`src/rtl/pss_pkg.sv`:
```
// package: constants for the signature, security and register reset block
package pss_pkg;
  localparam int SIG_BITS = 64;
  localparam int NUM_REGS = 8;
  localparam int CFG_WORDS = 8;
  // apb byte offsets
  localparam logic [7:0] OFS_CTRL = 8'h00;
  localparam logic [7:0] OFS_STATUS = 8'h04;
  localparam logic [7:0] OFS_SIG_LO = 8'h08;
  localparam logic [7:0] OFS_SIG_HI = 8'h0C;
  localparam logic [7:0] OFS_CFG_ADDR = 8'h10;
  localparam logic [7:0] OFS_CFG_DATA = 8'h14;
  localparam logic [7:0] OFS_PRELOAD = 8'h18;
  localparam logic [7:0] OFS_CHECKSUM = 8'h1C;
  // control bit positions
  localparam int CTRL_PROG_START = 0;
  localparam int CTRL_SECURE = 1;
  localparam int CTRL_PRELOAD = 2;
  // preload register: lowest bit of the stored polarity field
  localparam int PRELOAD_POL_LSB = 16;
  // status bit positions
  localparam int ST_SECURED = 0;
  localparam int ST_BUSY = 1;
  localparam int ST_RESET_DONE = 2;
  localparam int ST_READ_DENIED = 3;
  // timing
  localparam int CLK_HZ = 25000000;
  localparam int RESET_MAX_US = 45;
  localparam int RESET_CYCLES = (RESET_MAX_US * (CLK_HZ / 1000000));
  localparam logic [31:0] DENIED_DATA = 32'h00000000;
  typedef enum logic [1:0] {
    PSS_IDLE = 2'b00,
    PSS_ERASE = 2'b01,
    PSS_WRITE = 2'b11
  } pss_prog_t;
endpackage

```
`src/rtl/pss_top.sv`:
```
// top: apb register file, signature, security cell, programming and output registers
`timescale 1ns/100ps
`default_nettype none
// Behaviour
// a 64-bit rewritable user signature store holds any user data.
// the signature reads back whether or not the device is secured.
// the signature is part of the configuration checksum.
// once secured, reads of the configuration words are refused.
// the security cell is cleared only by a full reprogramming cycle; here the erase phase of any started cycle clears it.
// each programming cycle erases the configuration first by itself.
// preload forces each registered output high or low synchronously.
// the programmer applies preload whenever a test vector needs it.
// after power-up every register is cleared within 45 us.
// after reset every enabled registered output pin reads high.
// the clock must be valid within 100 ns of power being applied.
// no clock edges should be used before reset completes.
// on the pull-up variant an open input is seen as one.
module pss_top
  import pss_pkg::*;
#(
  parameter int RESET_COUNT = RESET_CYCLES,
  parameter bit HAS_PULLUPS = 1'b1
) (
  input wire logic I_REF_CLK,
  input wire logic I_RESET_N,
  input wire logic i_psel,
  input wire logic i_penable,
  input wire logic i_pwrite,
  input wire logic [7:0] i_paddr,
  input wire logic [31:0] i_pwdata,
  output logic [31:0] o_prdata,
  output logic o_pready,
  output logic o_pslverr,
  input wire logic [NUM_REGS-1:0] i_pin,
  input wire logic [NUM_REGS-1:0] i_pin_float,
  input wire logic [NUM_REGS-1:0] i_oe,
  output logic [NUM_REGS-1:0] o_pin,
  output logic [NUM_REGS-1:0] o_pin_oe,
  output logic o_reset_done
);
  logic [SIG_BITS-1:0] user_signature;
  logic [CFG_WORDS*32-1:0] cfg;
  logic [31:0] checksum;
  logic secured;
  logic read_denied;
  logic [$clog2(CFG_WORDS)-1:0] cfg_addr;
  logic [NUM_REGS-1:0] polarity;
  logic [NUM_REGS-1:0] preload_val;
  logic preload_pulse;
  logic [NUM_REGS-1:0] q;
  logic [NUM_REGS-1:0] next_q;
  logic [NUM_REGS-1:0] pin_s1;
  logic [NUM_REGS-1:0] pin_s2;
  logic [NUM_REGS-1:0] flt_s1;
  logic [NUM_REGS-1:0] flt_s2;
  logic [NUM_REGS-1:0] pin_seen;
  logic [$clog2(RESET_COUNT+1)-1:0] rst_cnt;
  logic reset_busy;
  pss_prog_t prog_state;
  logic [$clog2(CFG_WORDS+1)-1:0] erase_idx;
  logic wr_en;
  logic rd_en;
  logic addr_ok;
  // per-register write strobes, each high only in the access cycle of a write
  logic wr_ctrl;
  logic wr_sig_lo;
  logic wr_sig_hi;
  logic wr_cfg_addr;
  logic wr_cfg_data;
  logic wr_preload;
  // requests carried by a control write
  logic prog_start_req;
  logic prog_end_req;
  logic secure_req;
  logic preload_req;
  // phase flags of the programming sequence
  logic erasing;
  logic loading;
  logic erase_last;
  // assembled status word and the configuration word picked for readback
  logic [31:0] status_word;
  logic [31:0] cfg_word;
  logic [$clog2(RESET_COUNT+1)-1:0] rst_last;

  // zero-wait apb: every access completes in its first access cycle
  // writes land at the access edge; reads are fetched one edge earlier, in setup,
  // so the registered read data already stands when pready is sampled
  assign wr_en = i_psel && i_penable && i_pwrite;
  assign rd_en = i_psel && !i_penable && !i_pwrite;

  // address decode of the write strobes
  assign wr_ctrl = wr_en && (i_paddr == OFS_CTRL);
  assign wr_sig_lo = wr_en && (i_paddr == OFS_SIG_LO);
  assign wr_sig_hi = wr_en && (i_paddr == OFS_SIG_HI);
  assign wr_cfg_addr = wr_en && (i_paddr == OFS_CFG_ADDR);
  assign wr_cfg_data = wr_en && (i_paddr == OFS_CFG_DATA);
  assign wr_preload = wr_en && (i_paddr == OFS_PRELOAD);

  // control word: one bit starts or ends programming, one secures, one preloads
  assign prog_start_req = wr_ctrl && i_pwdata[CTRL_PROG_START];
  assign prog_end_req = wr_ctrl && !i_pwdata[CTRL_PROG_START];
  assign secure_req = wr_ctrl && i_pwdata[CTRL_SECURE];
  assign preload_req = wr_ctrl && i_pwdata[CTRL_PRELOAD];

  always_comb begin
    unique case (i_paddr)
      OFS_CTRL, OFS_STATUS, OFS_SIG_LO, OFS_SIG_HI,
      OFS_CFG_ADDR, OFS_CFG_DATA, OFS_PRELOAD, OFS_CHECKSUM: addr_ok = 1'b1;
      default: addr_ok = 1'b0;
    endcase
  end

  // last count of the power-up interval, cut to the counter width on purpose
  assign rst_last = ($clog2(RESET_COUNT+1))'(RESET_COUNT - 1);

  // power-up reset counter; the output registers stay cleared meanwhile
  // the count starts at the release edge, so the interval is a fixed number of
  // clocks and never depends on what the bus does in the meantime
  always_ff @(posedge I_REF_CLK) begin
    if (!I_RESET_N) begin
      rst_cnt <= '0;
      reset_busy <= 1'b1;
    end else if (reset_busy) begin
      if (rst_cnt == rst_last) begin
        reset_busy <= 1'b0; // done within the bound, see
      end else begin
        rst_cnt <= rst_cnt + 1'b1;
      end
    end
  end

  // pins cross in through two flops before any logic reads them
  // only the second flop is read: the first may still be settling after a pin
  // edge that landed close to the clock
  always_ff @(posedge I_REF_CLK) begin
    if (!I_RESET_N) begin
      pin_s1 <= '0;
      pin_s2 <= '0;
      flt_s1 <= '0;
      flt_s2 <= '0;
    end else begin
      pin_s1 <= i_pin;
      pin_s2 <= pin_s1;
      flt_s1 <= i_pin_float;
      flt_s2 <= flt_s1;
    end
  end
  // an undriven pin reads one on the pull-up variant, see
  assign pin_seen = HAS_PULLUPS ? (pin_s2 | flt_s2) : pin_s2;

  // stand-in array: next state is the sampled pins; the stored polarity is not applied
  assign next_q = pin_seen;

  // phase flags of the programming sequence
  assign erasing = (prog_state == PSS_ERASE);
  assign loading = (prog_state == PSS_WRITE);
  assign erase_last = (erase_idx == ($clog2(CFG_WORDS+1))'(CFG_WORDS - 1));

  // programming sequence: erase every word, then accept data; see
  // the programmer never asks for an erase: starting a cycle is enough, and no
  // data word is taken until the last word has been cleared
  always_ff @(posedge I_REF_CLK) begin
    if (!I_RESET_N) begin
      prog_state <= PSS_IDLE;
      erase_idx <= '0;
    end else begin
      unique case (prog_state)
        PSS_IDLE: begin
          if (prog_start_req) begin
            prog_state <= PSS_ERASE;
            erase_idx <= '0;
          end
        end
        PSS_ERASE: begin
          if (erase_last) begin
            prog_state <= PSS_WRITE;
          end else begin
            erase_idx <= erase_idx + 1'b1;
          end
        end
        PSS_WRITE: begin
          if (prog_end_req) begin
            prog_state <= PSS_IDLE;
          end
        end
        // the unused code is left at once, so a glitch cannot lock the sequence
        default: begin
          prog_state <= PSS_IDLE;
        end
      endcase
    end
  end

  // configuration store: cleared word by word during erase, written in write phase
  always_ff @(posedge I_REF_CLK) begin
    if (!I_RESET_N) begin
      cfg <= '0;
    end else if (erasing) begin
      cfg[erase_idx[$clog2(CFG_WORDS)-1:0]*32 +: 32] <= 32'h00000000;
    end else if (loading && wr_cfg_data) begin // data outside a cycle is dropped
      cfg[cfg_addr*32 +: 32] <= i_pwdata;
    end
  end

  // the security cell is nonvolatile in silicon; here reset does not clear it
  // only the erase phase of a programming cycle does, see
  always_ff @(posedge I_REF_CLK) begin
    // erase has priority, so a cycle that has begun always clears the cell during its erase phase
    if (erasing) begin
      secured <= 1'b0;
    end else if (secure_req) begin
      secured <= 1'b1;
    end else if (!I_RESET_N && secured !== 1'b1) begin
      secured <= 1'b0;
    end
  end

  // signature and helper registers, writable any time
  always_ff @(posedge I_REF_CLK) begin
    if (!I_RESET_N) begin
      user_signature <= '0;
      cfg_addr <= '0;
      polarity <= '0;
      preload_val <= '0;
      preload_pulse <= 1'b0;
    end else begin
      // one-cycle pulse; the output registers take the value at the next edge
      preload_pulse <= preload_req;
      if (wr_sig_lo) begin
        user_signature[31:0] <= i_pwdata;
      end
      if (wr_sig_hi) begin
        user_signature[63:32] <= i_pwdata;
      end
      if (wr_cfg_addr) begin
        cfg_addr <= i_pwdata[$clog2(CFG_WORDS)-1:0];
      end
      // polarity is stored and read back only; the pins do not use it
      if (wr_preload) begin
        preload_val <= i_pwdata[NUM_REGS-1:0];
        polarity <= i_pwdata[PRELOAD_POL_LSB +: NUM_REGS];
      end
    end
  end

  // the sum is purely combinational; it settles long before a read can fetch it
  pss_checksum #(
    .WORDS(CFG_WORDS)
  ) u_sum (
    .i_cfg(cfg),
    .i_sig(user_signature),
    .o_sum(checksum)
  );

  // output registers: held clear for the whole power-up interval
  pss_outreg #(
    .N(NUM_REGS)
  ) u_regs (
    .i_clk(I_REF_CLK),
    .i_rst_n(I_RESET_N),
    .i_clr(reset_busy),
    .i_load(preload_pulse),
    .i_load_val(preload_val),
    .i_next(next_q),
    .i_run(!reset_busy),
    .o_q(q)
  );

  // pins show inverted register q, so a cleared register drives high; see
  // polarity is left out on purpose: the reset level must not depend on it
  always_ff @(posedge I_REF_CLK) begin
    if (!I_RESET_N) begin
      o_pin <= {NUM_REGS{1'b1}};
      o_pin_oe <= '0;
      o_reset_done <= 1'b0;
    end else begin
      o_pin <= ~q;
      o_pin_oe <= i_oe;
      o_reset_done <= !reset_busy;
    end
  end

  // status word built from the package bit positions
  always_comb begin
    status_word = '0;
    status_word[ST_SECURED] = secured;
    status_word[ST_BUSY] = (prog_state != PSS_IDLE);
    status_word[ST_RESET_DONE] = !reset_busy;
    status_word[ST_READ_DENIED] = read_denied;
  end

  // word picked for readback; passed on only while the cell is open
  assign cfg_word = cfg[cfg_addr*32 +: 32];

  // apb read data, registered; config reads refused while secured
  always_ff @(posedge I_REF_CLK) begin
    if (!I_RESET_N) begin
      o_prdata <= '0;
      o_pready <= 1'b0;
      o_pslverr <= 1'b0;
      read_denied <= 1'b0;
    end else begin
      o_pready <= i_psel && !i_penable;
      o_pslverr <= i_psel && !i_penable && !addr_ok;
      o_prdata <= '0;
      if (rd_en) begin
        unique case (i_paddr)
          OFS_STATUS: o_prdata <= status_word;
          OFS_SIG_LO: o_prdata <= user_signature[31:0];
          OFS_SIG_HI: o_prdata <= user_signature[63:32];
          OFS_CFG_ADDR: o_prdata <= 32'(cfg_addr);
          OFS_CFG_DATA: begin
            if (secured) begin
              o_prdata <= DENIED_DATA;
              o_pslverr <= 1'b1;
              read_denied <= 1'b1;
            end else begin
              o_prdata <= cfg_word;
            end
          end
          OFS_PRELOAD: o_prdata <= {8'h00, polarity, 8'h00, preload_val};
          OFS_CHECKSUM: o_prdata <= checksum;
          default: o_prdata <= '0;
        endcase
      end
    end
  end
endmodule
`default_nettype wire

```
`src/rtl/pss_checksum.sv`:
```
// checksum over configuration words and the user signature
`timescale 1ns/100ps
`default_nettype none
module pss_checksum
  import pss_pkg::*;
#(
  parameter int WORDS = CFG_WORDS
) (
  input wire logic [WORDS*32-1:0] i_cfg,
  input wire logic [SIG_BITS-1:0] i_sig,
  output logic [31:0] o_sum
);
  logic [31:0] part [WORDS+2];
  assign part[0] = i_sig[31:0];
  assign part[1] = i_sig[63:32];
  // one summing stage per word; signature words are in the sum too (see)
  genvar g;
  for (g = 0; g < WORDS; g++) begin : g_sum
    assign part[g+2] = part[g+1] + i_cfg[g*32 +: 32] + ((g == 0) ? part[0] : 32'h00000000);
  end
  assign o_sum = part[WORDS+1];
endmodule
`default_nettype wire

```
`src/rtl/pss_outreg.sv`:
```
// registered outputs with preload and power-up clear
`timescale 1ns/100ps
`default_nettype none
module pss_outreg
  import pss_pkg::*;
#(
  parameter int N = NUM_REGS
) (
  input wire logic i_clk,
  input wire logic i_rst_n,
  input wire logic i_clr,
  input wire logic i_load,
  input wire logic [N-1:0] i_load_val,
  input wire logic [N-1:0] i_next,
  input wire logic i_run,
  output logic [N-1:0] o_q
);
  // per register: clear wins, then preload, then normal update
  genvar g;
  for (g = 0; g < N; g++) begin : g_reg
    always_ff @(posedge i_clk) begin
      if (!i_rst_n || i_clr) begin
        o_q[g] <= 1'b0;
      end else if (i_load) begin
        o_q[g] <= i_load_val[g]; // bypasses feedback, see
      end else if (i_run) begin
        o_q[g] <= i_next[g];
      end
    end
  end
endmodule
`default_nettype wire

```
`config.mk`:
```
export PLATFORM = sky130hd
export DESIGN_NAME = pss_top
export DESIGN_NICKNAME = d
export VERILOG_FILES = /design/src/rtl/pss_pkg.sv /design/src/rtl/pss_top.sv /design/src/rtl/pss_checksum.sv /design/src/rtl/pss_outreg.sv
export SDC_FILE = /design/constraint.sdc
export NUM_CORES = 1
export LEC_CHECK = 0
export ABC_AREA = 1
export CORE_ASPECT_RATIO = 1.2
export CORE_MARGIN = 2
export CORE_UTILIZATION = 52
export DETAILED_ROUTE_END_ITERATION = 10
export DONT_BUFFER_PORTS = 1
export PLACE_DENSITY = 0.67
export SYNTH_ARGS = -nofsm -noshare
export SYNTH_HDL_FRONTEND = slang
export SYNTH_HIERARCHICAL = 1
export SYNTH_SLANG_ARGS = --single-unit
```
`constraint.sdc`:
```
create_clock -name I_REF_CLK -period 12.1 [get_ports I_REF_CLK]
set_input_delay 2.42 -clock I_REF_CLK [delete_from_list [all_inputs] [get_ports I_REF_CLK]]
set_output_delay 2.42 -clock I_REF_CLK [all_outputs]
set_load 0.05 [all_outputs]
```
; ---- Word level (Yosys, flattened, before mapping)
; Memories as Yosys holds them, arrays and structs flattened.
; Index checks and enable logic that the tools add are counted.
; Widths: inputs -> output; s select.
[op_classes]
n_addsub = 13
multipliers = 0
div = 0
magnitude_cmp = 0
n_eq_ne = 17
shifts = 5
mux = 37
bitwise_logic = 3
reduce_logical = 36
[op_table]
columns = cell, n
row1 = $bwmux 256, 2
row2 = $mux 256, 2
row3 = $shift 32x34->256 const A, 2
row4 = $add 32x32->32, 9
row5 = $shiftx 256x9->32, 1
row6 = $shiftx 32x34->256, 1
row7 = $shiftx 32x34->256 const A, 1
row8 = $pmux 32 s7, 1
row9 = $neg 8->34, 2
row10 = $eq 8x5->1 const B, 4
row11 = $mux 32, 1
row12 = $mux 1, 24
row13 = $logic_and 1x1->1, 17
row14 = $eq 8x4->1 const B, 2
row15 = $add 11x1->11 const B, 1
row16 = $eq 11x11->1 const B, 1
row17 = $reduce_and 3->1, 3
row18 = $eq 8x3->1 const B, 1
row19 = $logic_not 8->1, 1
row20 = $mux 4, 2
row21 = $ne 2x2->1 const B, 4
row22 = $not 8->8, 1
row23 = $or 8x8->8, 1
row24 = $pmux 4 s2, 1
row25 = 15 further kinds, 26
[totals]
register_bits = 451
latchBits = 0
ram_bits = 0
mem_bits_ro = 32
input_bits = 69
out_inout_bits = 51
word_cells = 143
memories = 1
[memory_table]
columns = name, depth, word_bits, rd, rd_ports_with_merged_regs, wr, line_no
row1 = (name not given), 32, 1, 1, 0, 0, pss_top.sv:106  ; unique case (i_paddr)

; ---- Depth between registers and ports, before layout
; Gate-level depths: netlist of the first run.
[logic_depth]
word_depth = 10
mapped_depth = 26
ltp_nobuf = 26

; ---- Modules after synthesis
; The synthesis of the first run kept the hierarchy.
[by_module_without_submodules]
columns = mod, n_inst, cells_each, area_per_inst_um2, seq_area_each_um2
row1 = pss_top, 1, 3548, 22876.9, 8868.5
row2 = pss_checksum, 1, 944, 8142.8, 0.0
row3 = pss_outreg, 1, 62, 432.9, 160.2

; ---- Worst setup path before layout of the first run
; OpenSTA, ideal clock, no wires.
[synth_path]
path_kind = flip-flop to flip-flop
from = reg cfg[10]
to = reg o_prdata[31]
setup_time_ns = 0.119
arrival_time_ns = 4.490
required_time_ns = 11.981
setup_slack_ns = 7.491
path_stages_with_launch = 25
n_path_buf = 0
synth_period_minus_slack_ns = 4.609
cell_sequence = dfxtp_1 -> inv_1 -> fa_1 -> inv_1 -> fa_1 -> fa_1 -> fa_1 -> inv_1 -> fa_1 -> inv_1 -> ha_1 -> nand2_2 -> inv_1 -> a21oi_2 -> nor2_1 -> nor2_1 -> nand2_1 -> a21oi_1 -> inv_1 -> nand2_1 -> nand2_1 -> nand2_1 -> nand2_1 -> nor2_1 -> a21oi_1
[synth_between]
elab_chain_cells = 10
[synth_lines]
columns = item, line_no
row1 = "start, declared", pss_top.sv:42  ; logic [CFG_WORDS*32-1:0] cfg;
row2 = "start signal, assigned by index", pss_top.sv:201  ; cfg[cfg_addr*32 +: 32] <= i_pwdata;
row3 = $add 32x32->32 (9 in a row), pss_checksum.sv:19  ; assign part[g+2] = part[g+1] + i_cfg[g*32 +: 32] + ((g == 0) ? part[0] : 32'h00000000);
row4 = named net checksum[31], pss_top.sv:43  ; logic [31:0] checksum;
row5 = $pmux 32 s7, pss_top.sv:307  ; unique case (i_paddr)
row6 = "end signal, assigned", pss_top.sv:308  ; OFS_STATUS: o_prdata <= status_word;
row7 = "end signal, assigned", pss_top.sv:309  ; OFS_SIG_LO: o_prdata <= user_signature[31:0];
row8 = "end signal, assigned", pss_top.sv:310  ; OFS_SIG_HI: o_prdata <= user_signature[63:32];
row9 = "end, declared", pss_top.sv:31  ; output logic [31:0] o_prdata,
; The timed path passes the listed nets, and every way through them passes these cells.
; A chain may end at the register's enable or synchronous reset.

; ---- Worst setup path in the final report of the first run
[layout_path]
from = reg cfg_addr[2]
to = reg cfg[132]
[layout_between]
elab_chain_cells = 5
elab_cells_between_ends = 6
classes_between = 1 x add/sub / 2 x shift / 3 x mux
[layout_lines]
columns = item, line_no
row1 = "start, declared", pss_top.sv:46  ; logic [$clog2(CFG_WORDS)-1:0] cfg_addr;
row2 = "start signal, assigned", pss_top.sv:236  ; cfg_addr <= i_pwdata[$clog2(CFG_WORDS)-1:0];
row3 = $neg 8->34 *, pss_top.sv:201
row4 = $shiftx 32x34->256 or $shift 32x34->256 (tied branches), pss_top.sv:201
row5 = $bwmux 256 *, pss_top.sv:201
row6 = $mux 256 *, pss_top.sv:200  ; end else if (loading && wr_cfg_data) begin
row7 = $mux 256 *, pss_top.sv:198  ; end else if (erasing) begin
; Every way passes the cells marked *; elsewhere a longest branch is shown, timed or not. The select of a mux whose other input is x is not followed.

==> results of run 1 <==
[cells in the mapped netlist, types with 43 or more instances]
cell	instances
o211ai_1	78
o21ai_0	68
nor2_1	678
nand3_1	378
dfxtp_1	451
a21oi_1	394
clkbuf_1	229
inv_1	614
nor3_1	130
fa_1	242
nand3b_1	119
a211oi_1	64
nand2_1	881
ha_1	43
[metrics by stage]
step | total power, mW | cell area (um2)
after floorplan | 1.58 | 31500
after global placement | 1.58 | 31800
after detailed placement | 1.58 | 31800
after CTS | 3.23 | 33600
after global routing | 3.29 | 33600
final | 3.21 | 33600
[area by class of cell]
| class | instances | share of cell area, % |
|---|---|---|
| clock buffer | 72 | 4.37 |
| tap | 800 | 2.98 |
| timing repair buffer | 51 | 1.14 |
| clock inverter | 21 | 0.943 |
| inverter | 622 | 6.97 |
| sequential | 451 | 26.9 |
| multi-input combinational | 3188 | 56.7 |
[power by group through the flow]
stage | logic [mW] | clock network [mW] | registers (mW)
detailed placement | 0.0453 | 0 | 1.53
finish | 0.0459 | 1.67 | 1.50
floorplan | 0.0445 | 0 | 1.53
global placement | 0.0448 | 0 | 1.53
global route | 0.0510 | 1.74 | 1.50
CTS | 0.0455 | 1.68 | 1.50
[flip-flops by register name, summed over array words and instances, names as in the netlist, 2 cells and up]
register / count
cfg: 256
user_signature: 64
o_prdata: 32
rst_cnt: 11
flt_s1: 8
flt_s2: 8
o_pin: 8
o_pin_oe: 8
pin_s1: 8
pin_s2: 8
polarity: 8
preload_val: 8
u_regs/o_q: 8
erase_idx: 4
cfg_addr: 3
prog_state: 2
[worst reg2reg max path, cell delays in order (launching register included)]
cell	delay (ns)
dfxtp_2	0.64
inv_2	0.68
buf_4	0.47
ha_2	0.26
buf_4	0.74
inv_1	0.64
nand4_1	0.42
buf_4	0.44
nor2_1	0.11
nand2_2	0.42
buf_4	0.58
nand3b_1	0.23
nand2_1	0.09
nor2_1	0.06
[cell families (layout without fill, tap and decap cells)]
| kind of cell | Yosys count | after routing | share of synthesized area, % |
|---|---|---|---|
| simple gates | 2248 | 2248 | 30.9 |
| xor+xnor | 36 | 36 | 1.00 |
| fa+ha+maj | 285 | 285 | 17.1 |
| compound gates | 619 | 619 | 11.1 |
| buf+inv | 915 | 766 | 11.1 |
| flops | 451 | 451 | 28.7 |
[metal layers]
metal  vias to the layer above  track usage, %
met5                         -               0
met4                         0            18.6
met3                       416            6.22
met2                      1555            57.3
met1                     14100            43.1
li1                      14000               -
[cells in the final DEF (no fill, tap or decap), types with 26 or more instances in the layout]
cell         n
nand2_1    879
nor3_1     130
a211oi_1    64
ha_1        41
buf_4       51
dfxtp_1    448
nor2_1     671
fa_1       242
o21ai_0     68
inv_1      611
nand3b_1   119
nand3_1    372
clkbuf_16   51
a21oi_1    394
o211ai_1    78
xor2_1      26
[final timing paths]
path              endpoint  cells after the start
setup / recovery  cfg[132]                     13
hold / removal    o_pin[1]                      1
setup reg to reg  cfg[132]                     13
hold reg to reg   o_pin[1]                      1
==> results.sh, run 1 <==
export IMPL_top_layer_used="met4"
export IMPL_drc=0
export IMPL_vias=30100
export IMPL_route_met2_wl_um=50200
export IMPL_vdd_drop_max_uv=146
export IMPL_synth_cell_type_count=43
export IMPL_yosysSeqAreaShare_pct=28.7
export IMPL_cp_end_kind="flip-flop"
export IMPL_cts_tree="built"
export IMPL_wl_met1_um=42500
export IMPL_max_cap_violations=0
export IMPL_hpwl_um=69600
export IMPL_synth_area_um2=31500
export IMPL_clock_skew_final_ns=0.0442
export IMPL_crit_slowest_cell="buf_4"
export IMPL_period_share_pct=48.7
export IMPL_die_w_um=229
export IMPL_row_count=98
export IMPL_cp_slowest_stage_delay_ns=0.74
export IMPL_gr_total_overflow=0
export IMPL_gp_congestion=0.938
export IMPL_multiInputGateArea_um2=19000
export IMPL_dp_cells=5112
export IMPL_detail_route_wl_per_cell_um=21.0
export IMPL_grt_pass1_vias=28900
export IMPL_drv_slew=0
export IMPL_io_pins=120
export IMPL_area_delta_synth_final_pct=6.68
export IMPL_cp_required_ns=12.61
export IMPL_clockRootBuffer="clkbuf_16"
export IMPL_crit_chain="inv_2 > buf_4 > ha_2 > buf_4 > inv_1 > nand4_1 > buf_4 > nor2_1 > nand2_2 > buf_4 > nand3b_1 > nand2_1 > nor2_1"
export IMPL_min_from="u_regs/o_q[1]"
export IMPL_drtIter0Drc=3167
export IMPL_design_core_area_um2=59700
export IMPL_clkPwrFrac_pct=51.9
export IMPL_intPower_mw=2.46
export IMPL_fin_ws_ns=6.21
export IMPL_yosys_area_top_type="dfxtp_1"
export IMPL_tightestPinTransition_ns=1.23
export IMPL_synth_edff_count=0
export IMPL_status="completed"
export IMPL_pwr_share_comb_pct=1.4
export IMPL_cts_resized=0
export IMPL_final_antenna_net_count=0
export IMPL_cts_buffer_depth=3
export IMPL_drive_above_1_share_pct=4.63
export IMPL_final_core_util_pct=56.2
export IMPL_finalSetupViolations=0
export IMPL_htreeDepth=2
export IMPL_grt_setup_unrepaired="false"
export IMPL_crit_type="reg2reg"
export IMPL_first_pass_iters=6
export IMPL_synth_flop_cell="dfxtp_1"
export IMPL_start_kind="flip-flop"
export IMPL_critPathBufInv=6
export IMPL_netlist_instances=4554
export IMPL_post_place_ws_ns=6.51
export IMPL_die_y_um=273
export IMPL_critPathTopFamily="buffers and inverters"
export IMPL_nets=4719
export IMPL_clk_latency_ns=0.65
export IMPL_syn_nets=4908
export IMPL_yosys_warnings=6
export IMPL_hold_violations=0
export IMPL_hold_class="reg2reg"
export IMPL_synth_top_cells_by_area="dfxtp_1 29%, fa_1 15%, nand2_1 11%"
export IMPL_p_switching_mw=0.752
export IMPL_cp_common_cell="buf_4"
export IMPL_r2r_start="cfg_addr[2]"
export IMPL_p_leak_nw=15.7
export IMPL_cts_made_buffers=51
export IMPL_antennaDiodeCount=0
export IMPL_setup_tns_ns=0
export IMPL_synth_top_area_share_pct=28.7
export IMPL_ctsHoldBuffers=0
export IMPL_fin_crit_ns=5.89
export IMPL_initial_core_util_pct=52.7
export IMPL_grt_pass1_wl_um=167000
export IMPL_holdWs_ns=0.388
export IMPL_power_density_nw_per_um2=95.8
export IMPL_arrival_ns=6.40
export IMPL_cts_setup_buffers=0
export IMPL_cp_max_fo=58
export IMPL_synth_seq_cells=451
export IMPL_sw_frac_of_total_pct=23.4
export IMPL_dieArea_um2=62500
export IMPL_seqCellArea_um2=9040
export IMPL_wl_met3_um=9940
export IMPL_grt_usage_pct=34.6
export IMPL_cts_sinks=451
export IMPL_seq_power_share_pct=46.7
export IMPL_viasPerCell=5.78
export IMPL_grt_max_degree=316
export IMPL_routed_wl_um=109000
export IMPL_port_buffers=0
export IMPL_n_fill_cell=5936
export IMPL_relSlewSlack_pct=18.2
export IMPL_cts_clk_slew_worst_paths_ns=0.07
export IMPL_antenna_found_initial=0
export IMPL_stdcell_count=5205
export IMPL_syn_avg_cell_area_um2=6.91
export IMPL_crit_path_start="cfg_addr[2]"
export IMPL_fmax_ghz=0.170
export IMPL_ff2ff_setup_slack_ns=6.21
export IMPL_async_reset_ff_share_pct=0
(Power assumes the default switching activity.)
==> run 2: changes to the inputs <==
PLACE_DENSITY = 0.7   (was 0.67)
clock period = 5.4 ns   (was 12.1 ns; I/O delays follow)
==> results.sh, run 2 (synthesized netlist as in run 1, its figures left out) <==
export IMPL_status="completed"
export IMPL_drive_above_1_share_pct=6.16
export IMPL_design_core_area_um2=59700
export IMPL_max_cap_violations=0
export IMPL_nets=4742
export IMPL_holdPathStages=1
export IMPL_drv_slew=0
export IMPL_routed_wl_um=109000
export IMPL_seqCellArea_um2=9040
export IMPL_cp_required_ns=5.85
export IMPL_port_buffers=0
export IMPL_detail_route_wl_per_cell_um=20.9
export IMPL_tightestPinTransition_ns=1.45
export IMPL_largest_reg_flops=256
export IMPL_viasPerCell=5.76
export IMPL_grt_pass1_vias=29100
export IMPL_cts_sinks=451
export IMPL_fin_total_pwr_mw=7.19
export IMPL_gr_total_overflow=0
export IMPL_hold_violations=0
export IMPL_dieArea_um2=62500
export IMPL_drtIter0Drc=3161
export IMPL_grt_usage_pct=34.7
export IMPL_vias=30100
export IMPL_clk_latency_ns=0.65
export IMPL_htreeDepth=2
export IMPL_stdcell_count=5229
export IMPL_cts_tree="built"
export IMPL_final_antenna_net_count=0
export IMPL_reg_largest_list="cfg (256), user_signature (64), o_prdata (32)"
export IMPL_period_share_pct=96.4
export IMPL_cts_clk_slew_worst_paths_ns=0.06
export IMPL_cp_end_kind="flip-flop"
export IMPL_vdd_drop_max_uv=398
export IMPL_cts_buffer_depth=3
export IMPL_start_kind="flip-flop"
export IMPL_antenna_found_initial=0
export IMPL_layout_commonest_cell="nand2_1"
export IMPL_cts_made_buffers=52
export IMPL_r2r_cells=22
export IMPL_setup_tns_ns=0
export IMPL_area_delta_synth_final_pct=8.27
export IMPL_grt_max_degree=316
export IMPL_die_y_um=273
export IMPL_crit_type="reg2reg"
export IMPL_n_fill_cell=5753
export IMPL_antennaDiodeCount=0
export IMPL_die_w_um=229
export IMPL_final_cell_mix="871 x nand2_1, 660 x nor2_1, 612 x inv_1, 447 x dfxtp_1, 383 x a21oi_1"
export IMPL_p_leak_nw=16.0
export IMPL_power_density_nw_per_um2=211
export IMPL_finalSetupViolations=0
export IMPL_gp_congestion=0.976
export IMPL_fin_crit_ns=5.21
export IMPL_clockRootBuffer="clkbuf_16"
export IMPL_clock_skew_final_ns=0.0573
export IMPL_ff2ff_setup_slack_ns=0.19
export IMPL_final_core_util_pct=57.0
export IMPL_first_pass_iters=8
export IMPL_top_register="cfg"
export IMPL_multiInputGateArea_um2=19200
export IMPL_row_count=98
export IMPL_initial_core_util_pct=52.7
export IMPL_dp_cells=5131
export IMPL_drc=0
export IMPL_arrival_ns=5.66
export IMPL_relSlewSlack_pct=3.35
export IMPL_fmax_ghz=0.192
export IMPL_io_pins=120
export IMPL_cp_max_fo=4
export IMPL_hpwl_um=71100
export IMPL_hold_class="reg2reg"
export IMPL_grt_pass1_wl_um=168000
-- run 2: layer usage --
metal	GRT usage (%)	wire length, um	up-vias
li1	-	-	14100
met1	43.4	41700	14000
met2	55.6	49300	1634
met3	7.31	11000	451
met4	20.4	7100	0
met5	0	0	-
-- run 2: path summary, 6_finish.rpt --
check / from / to
worst max-delay path: cfg[7] / o_prdata[15]
worst min-delay path: u_regs/o_q[4] / o_pin[4]
worst max register to register: cfg[7] / o_prdata[15]
worst min register to register: u_regs/o_q[4] / o_pin[4]
-- run 2: final cells by class --
type | count | area share, %
repair buffers | 73 | 2.05
inverters | 622 | 6.87
clock buffers | 68 | 4.32
flip-flops and latches | 451 | 26.5
clock inverters | 27 | 0.970
well taps | 800 | 2.94
multi-input cells | 3188 | 56.3
-- run 2: per-stage QoR --
stage	hold slack (ns)	area, um2	setup slack, ns
2_1_floorplan	0.366	31500	0.791
3_3_place_gp	0.374	32100	0.0116
3_5_place_dp	0.378	32100	0.00696
4_1_cts	0.394	33900	0.0250
5_1_grt	0.404	34100	-0.0468
6_report	0.391	34100	0.194
-- run 2: worst max-delay path, stage by stage (launching register included) --
cell and delay [ns]:
dfxtp_1 0.36, inv_1 0.08, fa_1 0.54, inv_1 0.07, fa_1 0.46, fa_1 0.53
fa_1 0.56, inv_1 0.07, fa_1 0.51, inv_1 0.04, ha_1 0.35, nand2_1 0.10
nand2_1 0.10, a21oi_2 0.22, nor2_1 0.07, nor2_2 0.14, nand2_2 0.11, buf_4 0.15
xor2_1 0.13, nand2_1 0.07, nand2_1 0.09, nor2_1 0.16, a21oi_1 0.10
-- run 2: timing repair --
action,CTS,global route
pin swaps,0,11
gates cloned,0,0
gates resized for setup,3,45
hold buffers,0,0
buffers inserted,0,3
endpoints found under the setup margin,2,13
-- run 2: power breakdown --
| group | internal [mW] | total [mW] | leakage [nW] | switching, mW |
|---|---|---|---|---|
| Sequential | 3.34 | 3.36 | 3.64 | 0.0199 |
| Clock | 2.10 | 3.72 | 0.887 | 1.62 |
| Combinational | 0.0250 | 0.104 | 11.4 | 0.0786 |
| Total | 5.46 | 7.19 | 16.0 | 1.72 |
